**config.mk**
```make
export PLATFORM = sky130hd
export DESIGN_NAME = uie_top
export DESIGN_NICKNAME = d
export VERILOG_FILES = /design/src/uie_top.v
export VERILOG_INCLUDE_DIRS = /design/src
export SDC_FILE = /design/constraint.sdc
export NUM_CORES = 1
export LEC_CHECK = 0
export BUFFER_PORTS_ARGS = -buffer_cell sky130_fd_sc_hd__buf_2
export CAP_MARGIN = 5
export CORE_MARGIN = 10
export CORE_UTILIZATION = 33
export DETAILED_ROUTE_END_ITERATION = 10
export PLACE_DENSITY = 0.55
export SYNTH_ARGS = -nofsm -noshare
export SYNTH_HDL_FRONTEND = slang
export SYNTH_SLANG_ARGS = --single-unit
```
**constraint.sdc**
```tcl
create_clock -name clock_in -period 2 [get_ports clock_in]
set_input_delay 0 -clock clock_in [delete_from_list [all_inputs] [get_ports clock_in]]
set_output_delay 0 -clock clock_in [all_outputs]
set_load 0.05 [all_outputs]
```
**src/uie_defines.vh**
```
// Register offsets, field positions and reset values of the channel interrupt logic.
`ifndef UIE_DEFINES_VH
`define UIE_DEFINES_VH

// ----------------------------------------------------------------------
// Register byte offsets on APB
// ----------------------------------------------------------------------
`define UIE_OFS_MASK      8'h00
`define UIE_OFS_FIFO      8'h04
`define UIE_OFS_EXT       8'h08
`define UIE_OFS_TRIG      8'h0c
`define UIE_OFS_LINE      8'h10
`define UIE_OFS_MODEM     8'h14
`define UIE_OFS_SOURCE    8'h18
`define UIE_OFS_THOLD     8'h1c

// ----------------------------------------------------------------------
// Interrupt mask bit positions
// ----------------------------------------------------------------------
`define UIE_MB_RX         0
`define UIE_MB_THR        1
`define UIE_MB_LINE       2
`define UIE_MB_MODEM      3
`define UIE_MB_SLEEP      4
`define UIE_MB_XOFF       5
`define UIE_MB_RTS        6
`define UIE_MB_CTS        7

// ----------------------------------------------------------------------
// Other field positions and reset values
// ----------------------------------------------------------------------
`define UIE_FIFO_EN_BIT   0
`define UIE_EXT_EN_BIT    4
`define UIE_SRC_RXST_BIT  4
`define UIE_LS_READY      0
`define UIE_LS_ERR_LO     1
`define UIE_LS_ERR_HI     4
`define UIE_LS_TX_EMPTY   5
`define UIE_LS_TX_IDLE    6
`define UIE_LS_FIFO_ERR   7
`define UIE_RST_BYTE      8'h00
`define UIE_RST_TRIG      8'h01
`define UIE_ZERO_WORD     32'h0000_0000
`define UIE_ZERO_FILL     8'h00

// ----------------------------------------------------------------------
// Priority level codes shown in the interrupt source register
// ----------------------------------------------------------------------
`define UIE_LVL_NONE      4'h0
`define UIE_LVL_LINE      4'h1
`define UIE_LVL_RX        4'h2
`define UIE_LVL_THR       4'h3
`define UIE_LVL_MODEM     4'h4
`define UIE_LVL_XOFF      4'h5
`define UIE_LVL_FLOW      4'h6

`endif

```
**src/uie_top.v**
```verilog
// Channel interrupt masking, source and line state logic with an APB slave.
//
// The implementer's own choices: the register addresses and register access over APB.
`timescale 1ns/1ps
`include "uie_defines.vh"

// Overview of operation
// - CTS pin rising edge interrupts when enabled
// - RTS pin rising edge interrupts when enabled
// - Received Xoff interrupts only when enabled
// - Sleep bit enables or disables sleep mode
// - Any modem change bit interrupts when enabled
// - Any receive error or break interrupts
// - Transmit interrupt follows holding empty or FIFO empty
// - Non-FIFO receive interrupt while holding has data
// - FIFO receive interrupt at and above trigger
// - Receive reported level 2, transmit level 3
// - Source receive status follows trigger level
// - Data ready set on load, cleared empty
// - Transmit empty cleared by source read or holding write
// - Low mask bits zero in FIFO mode means no interrupts
// - Line error field shows error type or break
// - Transmit empty bit set when FIFO empty
// - Idle bit needs FIFO and shifter empty
// - Top line bit shows FIFO data error
// - Mask gates sources onto channel interrupt pin
// - Mask register resets to all zero
// - FIFO enable bit selects FIFO mode
// - Upper mask bits writable only when extended
module uie_top
(
  input  wire        clock_in,          // 125 MHz device clock.
  input  wire        resetn_in,         // Synchronous reset, active low.
  input  wire        psel_in,           // APB select.
  input  wire        penable_in,        // APB access phase.
  input  wire        pwrite_in,         // APB direction, high for write.
  input  wire [7:0]  paddr_in,          // APB byte address.
  input  wire [31:0] pwdata_in,         // APB write data.
  output reg  [31:0] prdata_out,        // APB read data.
  output reg         pready_out,        // APB ready.
  output reg         pslverr_out,       // APB error on unmapped address.
  input  wire [7:0]  rx_fill_in,        // Characters in the receive FIFO.
  input  wire [7:0]  tx_fill_in,        // Characters in the transmit FIFO.
  input  wire        tx_shift_empty_in, // Transmit shifter holds nothing.
  input  wire [3:0]  rx_error_in,       // Overrun, parity, framing, break.
  input  wire        rx_fifo_error_in,  // Some queued character has an error.
  input  wire [3:0]  modem_delta_in,    // Modem change bits.
  input  wire        xoff_seen_in,      // Pulse: an Xoff character arrived.
  input  wire        rts_n_in,          // Level driven onto the RTS pin.
  input  wire        cts_n_pin_in,      // CTS pin, asynchronous.
  output reg         irq_out,           // Channel interrupt, active high.
  output reg         sleep_en_out,      // Sleep mode enable.
  output reg         fifo_en_out,       // FIFO mode selected.
  output reg         tx_load_out,       // Pulse: write to transmit holding.
  output reg  [7:0]  tx_data_out        // Byte written to transmit holding.
);

  // ----------------------------------------------------------------------
  // Helper functions
  // ----------------------------------------------------------------------

  // Rising edge of a level given its present and previous sample.
  function rise;
    input now_v;
    input was_v;
    begin
      rise = now_v & ~was_v;
    end
  endfunction

  // Sticky flag update where a new event beats a clear in the same cycle.
  function sticky;
    input flag_v;
    input set_v;
    input clr_v;
    begin
      sticky = set_v | (flag_v & ~clr_v);
    end
  endfunction

  // ----------------------------------------------------------------------
  // Declarations
  // ----------------------------------------------------------------------
  reg  [7:0] interrupt_mask;
  reg  [7:0] fifo_setup;
  reg  [7:0] extended_features;
  reg  [7:0] rx_trigger;
  reg        cts_meta;
  reg        cts_sync;
  reg        cts_prev;
  reg        rts_prev;
  reg        tx_empty_prev;
  reg        thr_flag;
  reg        xoff_flag;
  reg        rts_flag;
  reg        cts_flag;
  reg  [7:0] line_state;
  reg  [7:0] interrupt_source;
  reg  [7:0] next_line_state;
  reg  [7:0] next_source;
  reg  [7:0] pending;
  reg  [31:0] next_rdata;
  reg        next_err;

  wire       access_ph;
  wire       wr_take;
  wire       rd_take;
  wire       hit_mask;
  wire       hit_fifo;
  wire       hit_ext;
  wire       hit_trig;
  wire       hit_line;
  wire       hit_modem;
  wire       hit_source;
  wire       hit_thold;
  wire       mapped;
  wire       fifo_mode;
  wire       tx_empty;
  wire       rx_at_trig;
  wire       rx_ready;
  wire       thr_clear;
  wire       src_read;
  wire       polled;

  // ----------------------------------------------------------------------
  // APB decode
  // ----------------------------------------------------------------------

  // The slave answers in the second access cycle; pready_out drops the
  // cycle after so a held request is never taken twice.
  assign access_ph  = psel_in & penable_in & ~pready_out;
  assign wr_take    = access_ph & pwrite_in;
  assign rd_take    = access_ph & ~pwrite_in;
  assign hit_mask   = (paddr_in == `UIE_OFS_MASK);
  assign hit_fifo   = (paddr_in == `UIE_OFS_FIFO);
  assign hit_ext    = (paddr_in == `UIE_OFS_EXT);
  assign hit_trig   = (paddr_in == `UIE_OFS_TRIG);
  assign hit_line   = (paddr_in == `UIE_OFS_LINE);
  assign hit_modem  = (paddr_in == `UIE_OFS_MODEM);
  assign hit_source = (paddr_in == `UIE_OFS_SOURCE);
  assign hit_thold  = (paddr_in == `UIE_OFS_THOLD);
  assign mapped     = hit_mask | hit_fifo | hit_ext | hit_trig | hit_line |
                      hit_modem | hit_source | hit_thold;

  // Side effects of reads and writes that clear the transmit interrupt.
  assign src_read   = rd_take & hit_source;
  assign thr_clear  = src_read | (wr_take & hit_thold);

  // ----------------------------------------------------------------------
  // Source conditions
  // ----------------------------------------------------------------------
  assign fifo_mode  = fifo_setup[`UIE_FIFO_EN_BIT];
  // FIFO polled operation: with no low source enabled the pin stays quiet.
  assign polled     = fifo_mode & ~|interrupt_mask[`UIE_MB_MODEM:`UIE_MB_RX];
  assign tx_empty   = (tx_fill_in == `UIE_ZERO_FILL);
  assign rx_at_trig = (rx_fill_in >= rx_trigger);
  // In single holding register mode one character is already enough.
  assign rx_ready   = fifo_mode ? rx_at_trig :
                      (rx_fill_in != `UIE_ZERO_FILL);

  // ----------------------------------------------------------------------
  // Pin synchroniser and edge history
  // ----------------------------------------------------------------------

  // The CTS pin is asynchronous; only cts_sync is looked at by logic.
  always @(posedge clock_in)
  begin
    if (!resetn_in)
    begin
      cts_meta      <= 1'b0;
      cts_sync      <= 1'b0;
      cts_prev      <= 1'b0;
      rts_prev      <= 1'b0;
      tx_empty_prev <= 1'b0;
    end
    else
    begin
      cts_meta      <= cts_n_pin_in;
      cts_sync      <= cts_meta;
      cts_prev      <= cts_sync;
      rts_prev      <= rts_n_in;
      tx_empty_prev <= tx_empty;
    end
  end

  // ----------------------------------------------------------------------
  // Sticky event flags
  // ----------------------------------------------------------------------

  // Events are always caught; the mask only decides whether they reach
  // the pin, so enabling a source later shows an earlier event.
  always @(posedge clock_in)
  begin
    if (!resetn_in)
    begin
      thr_flag  <= 1'b0;
      xoff_flag <= 1'b0;
      rts_flag  <= 1'b0;
      cts_flag  <= 1'b0;
    end
    else
    begin
      thr_flag  <= sticky(thr_flag, rise(tx_empty, tx_empty_prev), thr_clear);
      xoff_flag <= sticky(xoff_flag, xoff_seen_in, src_read);
      rts_flag  <= sticky(rts_flag, rise(rts_n_in, rts_prev), src_read);
      cts_flag  <= sticky(cts_flag, rise(cts_sync, cts_prev), src_read);
    end
  end

  // ----------------------------------------------------------------------
  // Pending sources, line state and source register
  // ----------------------------------------------------------------------

  // Pending bits sit at the mask bit of their source.
  always @*
  begin
    pending                 = `UIE_RST_BYTE;
    pending[`UIE_MB_RX]     = rx_ready;
    pending[`UIE_MB_THR]    = tx_empty & thr_flag;
    pending[`UIE_MB_LINE]   = |rx_error_in;
    pending[`UIE_MB_MODEM]  = |modem_delta_in;
    pending[`UIE_MB_XOFF]   = xoff_flag;
    pending[`UIE_MB_RTS]    = rts_flag;
    pending[`UIE_MB_CTS]    = cts_flag;
  end

  // Line state bits for polled operation.
  always @*
  begin
    next_line_state                                = `UIE_RST_BYTE;
    next_line_state[`UIE_LS_READY]                 = (rx_fill_in != `UIE_ZERO_FILL);
    next_line_state[`UIE_LS_ERR_HI:`UIE_LS_ERR_LO] = rx_error_in;
    next_line_state[`UIE_LS_TX_EMPTY]              = tx_empty;
    next_line_state[`UIE_LS_TX_IDLE]               = tx_empty & tx_shift_empty_in;
    next_line_state[`UIE_LS_FIFO_ERR]              = rx_fifo_error_in;
  end

  // Highest priority enabled source, plus the FIFO receive indication.
  always @*
  begin
    next_source = `UIE_RST_BYTE;
    if (pending[`UIE_MB_LINE] & interrupt_mask[`UIE_MB_LINE])
      next_source[3:0] = `UIE_LVL_LINE;
    else if (pending[`UIE_MB_RX] & interrupt_mask[`UIE_MB_RX])
      next_source[3:0] = `UIE_LVL_RX;
    else if (pending[`UIE_MB_THR] & interrupt_mask[`UIE_MB_THR])
      next_source[3:0] = `UIE_LVL_THR;
    else if (pending[`UIE_MB_MODEM] & interrupt_mask[`UIE_MB_MODEM])
      next_source[3:0] = `UIE_LVL_MODEM;
    else if (pending[`UIE_MB_XOFF] & interrupt_mask[`UIE_MB_XOFF])
      next_source[3:0] = `UIE_LVL_XOFF;
    else if (|(pending[`UIE_MB_CTS:`UIE_MB_RTS] &
               interrupt_mask[`UIE_MB_CTS:`UIE_MB_RTS]))
      next_source[3:0] = `UIE_LVL_FLOW;
    next_source[`UIE_SRC_RXST_BIT] = fifo_mode & rx_at_trig &
                                     interrupt_mask[`UIE_MB_RX];
  end

  always @(posedge clock_in)
  begin
    if (!resetn_in)
    begin
      line_state       <= `UIE_RST_BYTE;
      interrupt_source <= `UIE_RST_BYTE;
    end
    else
    begin
      line_state       <= next_line_state;
      interrupt_source <= next_source;
    end
  end

  // ----------------------------------------------------------------------
  // Interrupt and mode outputs
  // ----------------------------------------------------------------------

  // The sleep bit is not a source and is kept out of the gate. With the
  // four low bits clear in FIFO mode the pin stays low, even for enabled
  // flow events, and the host polls line state instead.
  always @(posedge clock_in)
  begin
    if (!resetn_in)
    begin
      irq_out      <= 1'b0;
      sleep_en_out <= 1'b0;
      fifo_en_out  <= 1'b0;
    end
    else
    begin
      irq_out      <= |(pending & interrupt_mask) & ~polled;
      sleep_en_out <= interrupt_mask[`UIE_MB_SLEEP];
      fifo_en_out  <= fifo_mode;
    end
  end

  // ----------------------------------------------------------------------
  // Writable registers
  // ----------------------------------------------------------------------

  // The upper mask nibble keeps its value unless extended features are on.
  always @(posedge clock_in)
  begin
    if (!resetn_in)
    begin
      interrupt_mask    <= `UIE_RST_BYTE;
      fifo_setup        <= `UIE_RST_BYTE;
      extended_features <= `UIE_RST_BYTE;
      rx_trigger        <= `UIE_RST_TRIG;
      tx_load_out       <= 1'b0;
      tx_data_out       <= `UIE_RST_BYTE;
    end
    else
    begin
      tx_load_out <= wr_take & hit_thold;
      if (wr_take & hit_mask)
      begin
        interrupt_mask[`UIE_MB_MODEM:`UIE_MB_RX] <= pwdata_in[`UIE_MB_MODEM:`UIE_MB_RX];
        if (extended_features[`UIE_EXT_EN_BIT])
          interrupt_mask[`UIE_MB_CTS:`UIE_MB_SLEEP] <=
            pwdata_in[`UIE_MB_CTS:`UIE_MB_SLEEP];
      end
      if (wr_take & hit_fifo)
        fifo_setup <= pwdata_in[7:0];
      if (wr_take & hit_ext)
        extended_features <= pwdata_in[7:0];
      if (wr_take & hit_trig)
        rx_trigger <= pwdata_in[7:0];
      if (wr_take & hit_thold)
        tx_data_out <= pwdata_in[7:0];
    end
  end

  // ----------------------------------------------------------------------
  // Read mux
  // ----------------------------------------------------------------------

  // Transmit holding reads as zero; the data lives in the transmit FIFO.
  always @*
  begin
    next_rdata = `UIE_ZERO_WORD;
    next_err   = ~mapped;
    if (hit_mask)
      next_rdata[7:0] = interrupt_mask;
    else if (hit_fifo)
      next_rdata[7:0] = fifo_setup;
    else if (hit_ext)
      next_rdata[7:0] = extended_features;
    else if (hit_trig)
      next_rdata[7:0] = rx_trigger;
    else if (hit_line)
      next_rdata[7:0] = line_state;
    else if (hit_modem)
      next_rdata[3:0] = modem_delta_in;
    else if (hit_source)
      next_rdata[7:0] = interrupt_source;
  end

  // ----------------------------------------------------------------------
  // APB answer
  // ----------------------------------------------------------------------

  // Read data stays at zero outside a read answer to keep the bus quiet.
  always @(posedge clock_in)
  begin
    if (!resetn_in)
    begin
      pready_out  <= 1'b0;
      pslverr_out <= 1'b0;
      prdata_out  <= `UIE_ZERO_WORD;
    end
    else
    begin
      pready_out  <= access_ph;
      pslverr_out <= access_ph & next_err;
      prdata_out  <= rd_take ? next_rdata : `UIE_ZERO_WORD;
    end
  end

endmodule // uie_top

```
==> results.env, run 1 <==
POWER.LEAKAGE_nW=1.82
ANTENNA_FOUND_INITIAL=0
FINAL_CORE_UTILIZATION_PCT=43.9
GRT_UTIL_MET3_PCT=4.47
YS_ASYNC_RST_SHARE_PCT=0
CP_MAX_FO=2
NUMCLOCKSINKS=74
DIE-AREA_UM2=14700
FINISH.INSTANCE_AREA_UM2=4350
SYN-INSTANCE-COUNT=415
WORST-SETUP-PATH-TYPE='flip-flop to flip-flop'
STATUS='finished, final reports clean'
CRITPATHLAUNCH='rx_trigger[6]'
DR_TOTAL_VIAS=3256
YOSYS_WARNINGS=0
CTS_ROOT_BUFFER='clkbuf_8'
WORSTREGTOREGCELLS=7
SEQUENTIAL_CELL_AREA_UM2=1480
IO-PIN-COUNT=120
MET2_LAYER_USAGE_REPORTED_BY_GLOBAL_ROUTE_PCT=21.7
DRT-WIRELENGTH-PER-CELL_UM=16.2
WORST_CLOCK_SKEW_PS=7.33
USE_MET1_PCT=18.4
MIN-DELAY-PATH-CLASS='primary input to flip-flop'
SETUP.WORST_PATH.END_CLASS='flip-flop'
GP_CONGESTION=0.879
FINAL_ANTENNA_NET_COUNT=0
DOMINANT_CELLS_BY_AREA_AFTER_SYNTHESIS='dfxtp_1 44%, nand2_1 10%, a21oi_1 7.5%, buf_4 5.3%, mux2i_1 4.1%'
YS.FLOP_TYPE='dfxtp_1'
ANTENNA_DIODE_INSTANCE_COUNT=0
REG2REG_SLACK_PS=110
CTS_TREE='built'
WORST_SKEW_PAIR.LATE_LATENCY_PS=350
SYNTH_AREA_UM2=3390
FINALSETUPVIOLCOUNT=0
CTS.CLK_SLEW.WORST_PATHS_PS=80
REG2REG_FROM='rx_trigger[6]'
POST-DP-HPWL_UM=8060
START_UTIL_PCT=34.3
CP.REQUIRED_PS=2250
CRITPATHCAPTURE='interrupt_source[2]'
SYNTH_SEQ_AREA_SHARE_PCT=43.6
TIGHTESTPINTRANSITION_PS=622
SLEW_VIOLATIONS=0
POST_CTS_BUFFERS=0
TOTAL_CLOCK_BUFFERS_CREATED_BY_CTS=9
GRT_START_MAX_NET_PINS=30
FIN_CRIT_SH_PCT=94.4
POST_ROUTE_CELLS_DRIVE_ABOVE_1_SHARE_PCT=21.4
WORST_R2R_ENDPOINT='interrupt_source[2]'
MULTI_INPUT_AREA_UM2=1700
DP_CELLS=622
PLACEABLECOREAREA_UM2=9910
AREA_GROWTH_PCT=28.3
LAYOUT.CELLS.MOST_COMMON='nand2_1'
FINAL_NON_FILLER_CELLS=665
POST-ROUTE-DRC-COUNT=0
CHIPHEIGHT_UM=121
FILLERINSTANCES=1027
DRT_FIRST_ITER_VIOLATIONS=193
SYNTH_AREA_LEADER_CELL='dfxtp_1'
POSTSYNTHAREAPERCELL_UM2=8.18
FINAL_HOLD_VIOL_COUNT=0
DRT-PASS1-ITER-COUNT=4
FLOORPLAN.ROWS=36
FIN_HOLD_WS_PS=19.8
TOTAL_WIRE_LENGTH_UM=10700
GRT_SETUP_UNREPAIRED='no'
SLEW_HEADROOM_PCT=58.0
BUSIEST_METAL_LAYER_AFTER_GLOBAL_ROUTING='met2'
CP.ARRIVAL_PS=2140
VDD.IR_DROP.WORST_V=0.000313
FIRST_GLOBAL_VIAS=3180
DRT-VIAS-PER-INSTANCE=4.90
DPL_CELL_AREA_UM2=3900
DIE-WIDTH_UM=121
YOSYS_REGISTER_BITS=74
FINALPOWER_mW=2.89
TIMING.FINAL.WS_SETUP_PS=113
CTS-HTREE-LEVELS=3
START_KIND='flip-flop'
CTS_MAX_PATH_BUFFERS=2
TOTALNEGATIVESETUPSLACK_PS=0
POWER.DENSITY_CELL_AREA_nW_PER_UM2=663
DPL_WORST_SLACK_PS=107
GRT_USE_TOTAL_PCT=14.2
SYNTH_CELL_TYPE_COUNT=50
GLOBAL_ROUTE_WIRE_LENGTH_BEFORE_REPAIR_UM=16600
GRT_OVERFLOW=0
MOST-COMMON-LAYOUT-CELLS='90 x nand2_1, 74 x dfxtp_1, 71 x buf_2, 51 x a21oi_1, 27 x dlygate4sd3_1'
MAX_FREQ_MHz=530
MAXCAPVIOLCOUNT=0
SYNTH.TOP_CELL.AREA_SHARE_PCT=43.6
POST-ROUTE-MIN-PERIOD_PS=1890
COUNT_OF_FLIP_FLOPS_WITH_A_BUILT_IN_ENABLE_AFTER_SYNTHESIS=0
BUFFER_PORTS.INSERTED=71
FIN_NETS=609
[synth_stat cells, drive strengths merged, types with 7 or more instances]
library cell  count
nor2             19
and2             11
nand2            90
buf              29
nand3            11
nor4              9
ha                8
nor3              8
o21ai             7
a21oi            51
dfxtp            74
clkbuf           11
o22ai             8
inv              16
mux2i            14
[critical path: stages (launching register included)]
cell and delay, ps:
dfxtp_1 340, inv_1 80, ha_1 290, a21o_1 160
a21oi_1 210, a21oi_1 130, a22o_1 290, nor4_1 290
[area by class of cell]
cell class / count / area share [%]
multi-input combinational: 307 / 39.0
sequential: 74 / 34.0
timing repair buffer: 118 / 17.8
tap: 133 / 3.82
clock buffer: 10 / 2.93
inverter: 17 / 1.47
clock inverter: 6 / 0.977
[power by group]
group	switching, mW	internal (mW)
registers	0.00743	1.49
logic	0.244	0.124
clock network	0.571	0.452
total	0.823	2.06
[routing by layer]
| layer | share of wire [%] | up-vias |
|---|---|---|
| met3 | 7.9 | 16 |
| met5 | 0 | - |
| met2 | 46 | 120 |
| met4 | 1.9 | 0 |
| li1 | - | 1609 |
| met1 | 44 | 1511 |
[flip-flops by register name (all words and copies together) (netlist names), 4 cells and up]
name / flops
interrupt_mask: 8
rx_trigger: 8
prdata_out: 8
interrupt_source: 4
line_state: 8
fifo_setup: 8
tx_data_out: 8
extended_features: 8
[worst min-delay path by stage]
stage / depth (start not counted) / slack (ps) / startpoint / to
after floorplan: 2 / 110 / rts_n_in / rts_prev
after global placement: 2 / 200 / tx_shift_empty_in / line_state[6]
after detailed placement: 2 / 220 / cts_n_pin_in / cts_meta
after CTS: 3 / 5 / paddr_in[0] / pslverr_out
after global routing: 3 / 40 / psel_in / tx_load_out
final: 4 / 20 / rx_fill_in[0] / line_state[0]
[kinds of logic (layout without fill, tap and decap cells)]
kind of cell             after synthesis  count (layout)  synth area share (%)
AO/OA/AOI/OAI                         90              90                  16.0
AND/OR/NAND/NOR                      171             171                  23.7
adder cells (fa/ha/maj)                8               8                  2.95
multiplexers                          14              14                  4.13
other                                  1              24                 0.110
buffers and inverters                 57             151                  9.44
flip-flops                            74              74                  43.6
[timing repair]
item / in CTS / in global routing
hold buffers: 27 / 0
endpoints found under the hold margin: 55 / 0
endpoints found under the setup margin: 0 / 5
gates resized for setup: 0 / 3
(Power assumes the default switching activity.)
==> run 2: changes to the inputs <==
--- a/config.mk
+++ b/config.mk
@@ -9,9 +9,9 @@
 export BUFFER_PORTS_ARGS = -buffer_cell sky130_fd_sc_hd__buf_2
 export CAP_MARGIN = 5
 export CORE_MARGIN = 10
-export CORE_UTILIZATION = 33
+export CORE_UTILIZATION = 50
 export DETAILED_ROUTE_END_ITERATION = 10
-export PLACE_DENSITY = 0.55
+export PLACE_DENSITY = 0.78
 export SYNTH_ARGS = -nofsm -noshare
 export SYNTH_HDL_FRONTEND = slang
 export SYNTH_SLANG_ARGS = --single-unit
==> run 2 against run 1 <==
The run now ends with hold timing left. Total power up 3.8%. Flip-flop and latch count unchanged. Worst setup slack lost 29 ps. Clock power up 12%. Count of clock-buffer cells in the layout shrank 1. Combinational power shrank 1%. First-iteration DRC count rose by 69%. Register-to-register slack better by 90 ps. Cell area shrank 2.4%. Via count rose by 3.1%. Critical path depth unchanged. Highest routed layer unchanged.
==> results.env, run 2 (synthesis results as in run 1) <==
STATUS='finished, violations left'  # was finished, final reports clean
FAILED_CHECKS='hold timing'
CP.REQUIRED_PS=2230  # was 2250 ps
GLOBAL_ROUTE_WIRE_LENGTH_BEFORE_REPAIR_UM=15900  # was 16600 um
FINISH.INSTANCE_AREA_UM2=4250  # was 4350 um2
GRT_SETUP_UNREPAIRED='no'  # unchanged
WORSTREGTOREGCELLS=7  # unchanged
DIE-WIDTH_UM=102  # was 121 um
CTS.CLK_SLEW.WORST_PATHS_PS=80  # about the same
WORST_R2R_ENDPOINT='interrupt_source[2]'  # unchanged
MIN-DELAY-PATH-CLASS='primary input to flip-flop'  # unchanged
POWER.LEAKAGE_nW=1.79  # was 1.82 nW
LAYOUT.CELLS.MOST_COMMON='nand2_1'  # unchanged
POST_ROUTE_CELLS_DRIVE_ABOVE_1_SHARE_PCT=21.1  # was 21.4%
FIRST_GLOBAL_VIAS=3274  # was 3180
CTS-HTREE-LEVELS=3  # unchanged
BUFFER_PORTS.INSERTED=71  # unchanged
CHIPHEIGHT_UM=102  # was 121 um
POWER_FRAC_SEQ_PCT=49.9  # was 51.8%
CRITPATHLAUNCH='paddr_in[5]'  # was rx_trigger[6]
FIN_NETS=602  # was 609
CP_MAX_FO=5  # was 2
FLOORPLAN.ROWS=29  # was 36
DRT_FIRST_ITER_VIOLATIONS=326  # was 193
POWER.SHARE.COMBINATIONAL_PCT=12.1  # was 12.8%
SLEW_VIOLATIONS=0  # unchanged
HOLD_START='tx_fill_in[5]'  # was rx_fill_in[0]
FINAL_HOLD_VIOL_COUNT=2  # was 0
TIMING.HOLD.WORST_ENDPOINT='line_state[5]'  # was line_state[0]
SWITCHINGPOWER_mW=0.820  # was 0.823 mW
WHS_PATH_DEPTH=4  # unchanged
REG2REG_FROM='rx_trigger[2]'  # was rx_trigger[6]
DR_TOTAL_VIAS=3358  # was 3256
WORST-SETUP-PATH-TYPE='primary input to flip-flop'  # was flip-flop to flip-flop
TOTAL_WIRE_LENGTH_UM=10100  # was 10700 um
GRT_USE_TOTAL_PCT=19.3  # was 14.2%
PLACEABLECOREAREA_UM2=6460  # was 9910 um2
MOST-COMMON-LAYOUT-CELLS='90 x nand2_1, 74 x dfxtp_1, 71 x buf_2, 51 x a21oi_1, 24 x conb_1'  # was 90 x nand2_1, 74 x dfxtp_1, 71 x buf_2, 51 x a21oi_1, 27 x dlygate4sd3_1
FIN_CRIT_SH_PCT=95.8  # was 94.4%
POST-DP-HPWL_UM=7470  # was 8060 um
MAXCAPVIOLCOUNT=0  # unchanged
FINALSETUPVIOLCOUNT=0  # unchanged
DRT-PASS1-ITER-COUNT=5  # was 4
FINAL_ANTENNA_NET_COUNT=0  # unchanged
GRT_OVERFLOW=0  # unchanged
ANTENNA_DIODE_INSTANCE_COUNT=0  # unchanged
AREA_GROWTH_PCT=25.1  # was 28.3%
WORST_CLOCK_SKEW_PS=7.52  # was 7.33 ps
DIE-AREA_UM2=10500  # was 14700 um2
ANTENNA_FOUND_INITIAL=0  # unchanged
CTS_TREE='built'  # unchanged
GRT_START_MAX_NET_PINS=33  # was 30
POST-ROUTE-MIN-PERIOD_PS=1920  # was 1890 ps
SETUP.WORST_PATH.END_CLASS='flip-flop'  # unchanged
DRT-VIAS-PER-INSTANCE=5.58  # was 4.90
GP_CONGESTION=0.904  # was 0.879
CP.ARRIVAL_PS=2140  # about the same
DRT-WIRELENGTH-PER-CELL_UM=16.8  # was 16.2 um
NUMCLOCKSINKS=74  # unchanged
START_UTIL_PCT=52.6  # was 34.3%
POST_CTS_BUFFERS=0  # unchanged
IO-PIN-COUNT=120  # unchanged
P_CLK_SHARE_PCT=38.0  # was 35.4%
FIN_HOLD_WS_PS=-30.6  # was 19.8 ps
TOTALNEGATIVESETUPSLACK_PS=0  # unchanged
SLEW_HEADROOM_PCT=56.2  # was 58.0%
WORST_SKEW_PAIR.LATE_LATENCY_PS=350  # about the same
REG2REG_SLACK_PS=200  # was 110 ps
CTS_MAX_PATH_BUFFERS=2  # unchanged
MAX_FREQ_MHz=522  # was 530 MHz
DPL_CELL_AREA_UM2=3800  # was 3900 um2
POWER.DENSITY_CELL_AREA_nW_PER_UM2=706  # was 663 nW/um2
P_INT_mW=2.18  # was 2.06 mW
POST-ROUTE-DRC-COUNT=0  # unchanged
POWER.SWITCHING_FRACTION_PCT=27.4  # was 28.5%
TIGHTESTPINTRANSITION_PS=648  # was 622 ps
VDD.IR_DROP.WORST_V=0.000487  # was 0.000313 V
CTS_ROOT_BUFFER='clkbuf_8'  # unchanged
START_KIND='primary input'  # was flip-flop
TOTAL_CLOCK_BUFFERS_CREATED_BY_CTS=9  # unchanged
## run 2: final cells by class
cell class              instances  area [um2]
multi-input cells             307        1700
well taps                      77        96.3
fillers                       557        2210
clock inverters                 7        70.1
clock buffers                   9         124
flip-flops and latches         74        1480
inverters                      17        63.8
repair buffers                111         713
## run 2: what timing repair did
action	in CTS	in global routing
endpoints found under the setup margin	0	7
gates resized for setup	0	4
hold buffers	24	0
hold endpoints to repair	55	0
## run 2: critical path, stage by stage
cell and delay [ps]:
dlygate4sd3_1 530, buf_2 130, or4_4 430, or3_4 410
or3_4 400, mux2i_1 180, nor2_1 50
## run 2: power groups by stage
stage               registers [mW]  clock network, mW  logic [mW]
floorplan                     1.53                  0       0.239
CTS                           1.50               1.15       0.354
global route                  1.50               1.22       0.388
global placement              1.53                  0       0.314
finish                        1.50               1.14       0.363
detailed placement            1.53                  0       0.318
## run 2: metal layers
layer  up-vias  wire, um  track usage [%]
li1       1598         -                -
met1      1577      4270             23.0
met2       157      4700             31.3
met3        26       884             5.67
met4         0       274             8.89
met5         -         0                0
## run 2: how the worst max path moves through the flow
stage | end | slack, ps | depth (start not counted)
finish | interrupt_mask[6] | 80 | 7
detailed placement | interrupt_mask[6] | 120 | 6
CTS | interrupt_mask[6] | 20 | 7
global route | interrupt_mask[6] | 40 | 7
global placement | interrupt_mask[7] | 130 | 6
floorplan | fifo_setup[6] | 100 | 4
## run 2: stage by stage
| step | total power, mW | utilization [%] | setup slack [ps] | cells |
|---|---|---|---|---|
| 6_report | 3.00 | 65.8 | 83.4 | 602 |
| 5_1_grt | 3.11 | 65.8 | 41.8 | 602 |
| 4_1_cts | 3.00 | 65.6 | 20.5 | 603 |
| 3_5_place_dp | 1.85 | 58.9 | 119 | 563 |
| 3_3_place_gp | 1.84 | 58.9 | 131 | 563 |
| 2_1_floorplan | 1.77 | - | 95.7 | 438 |
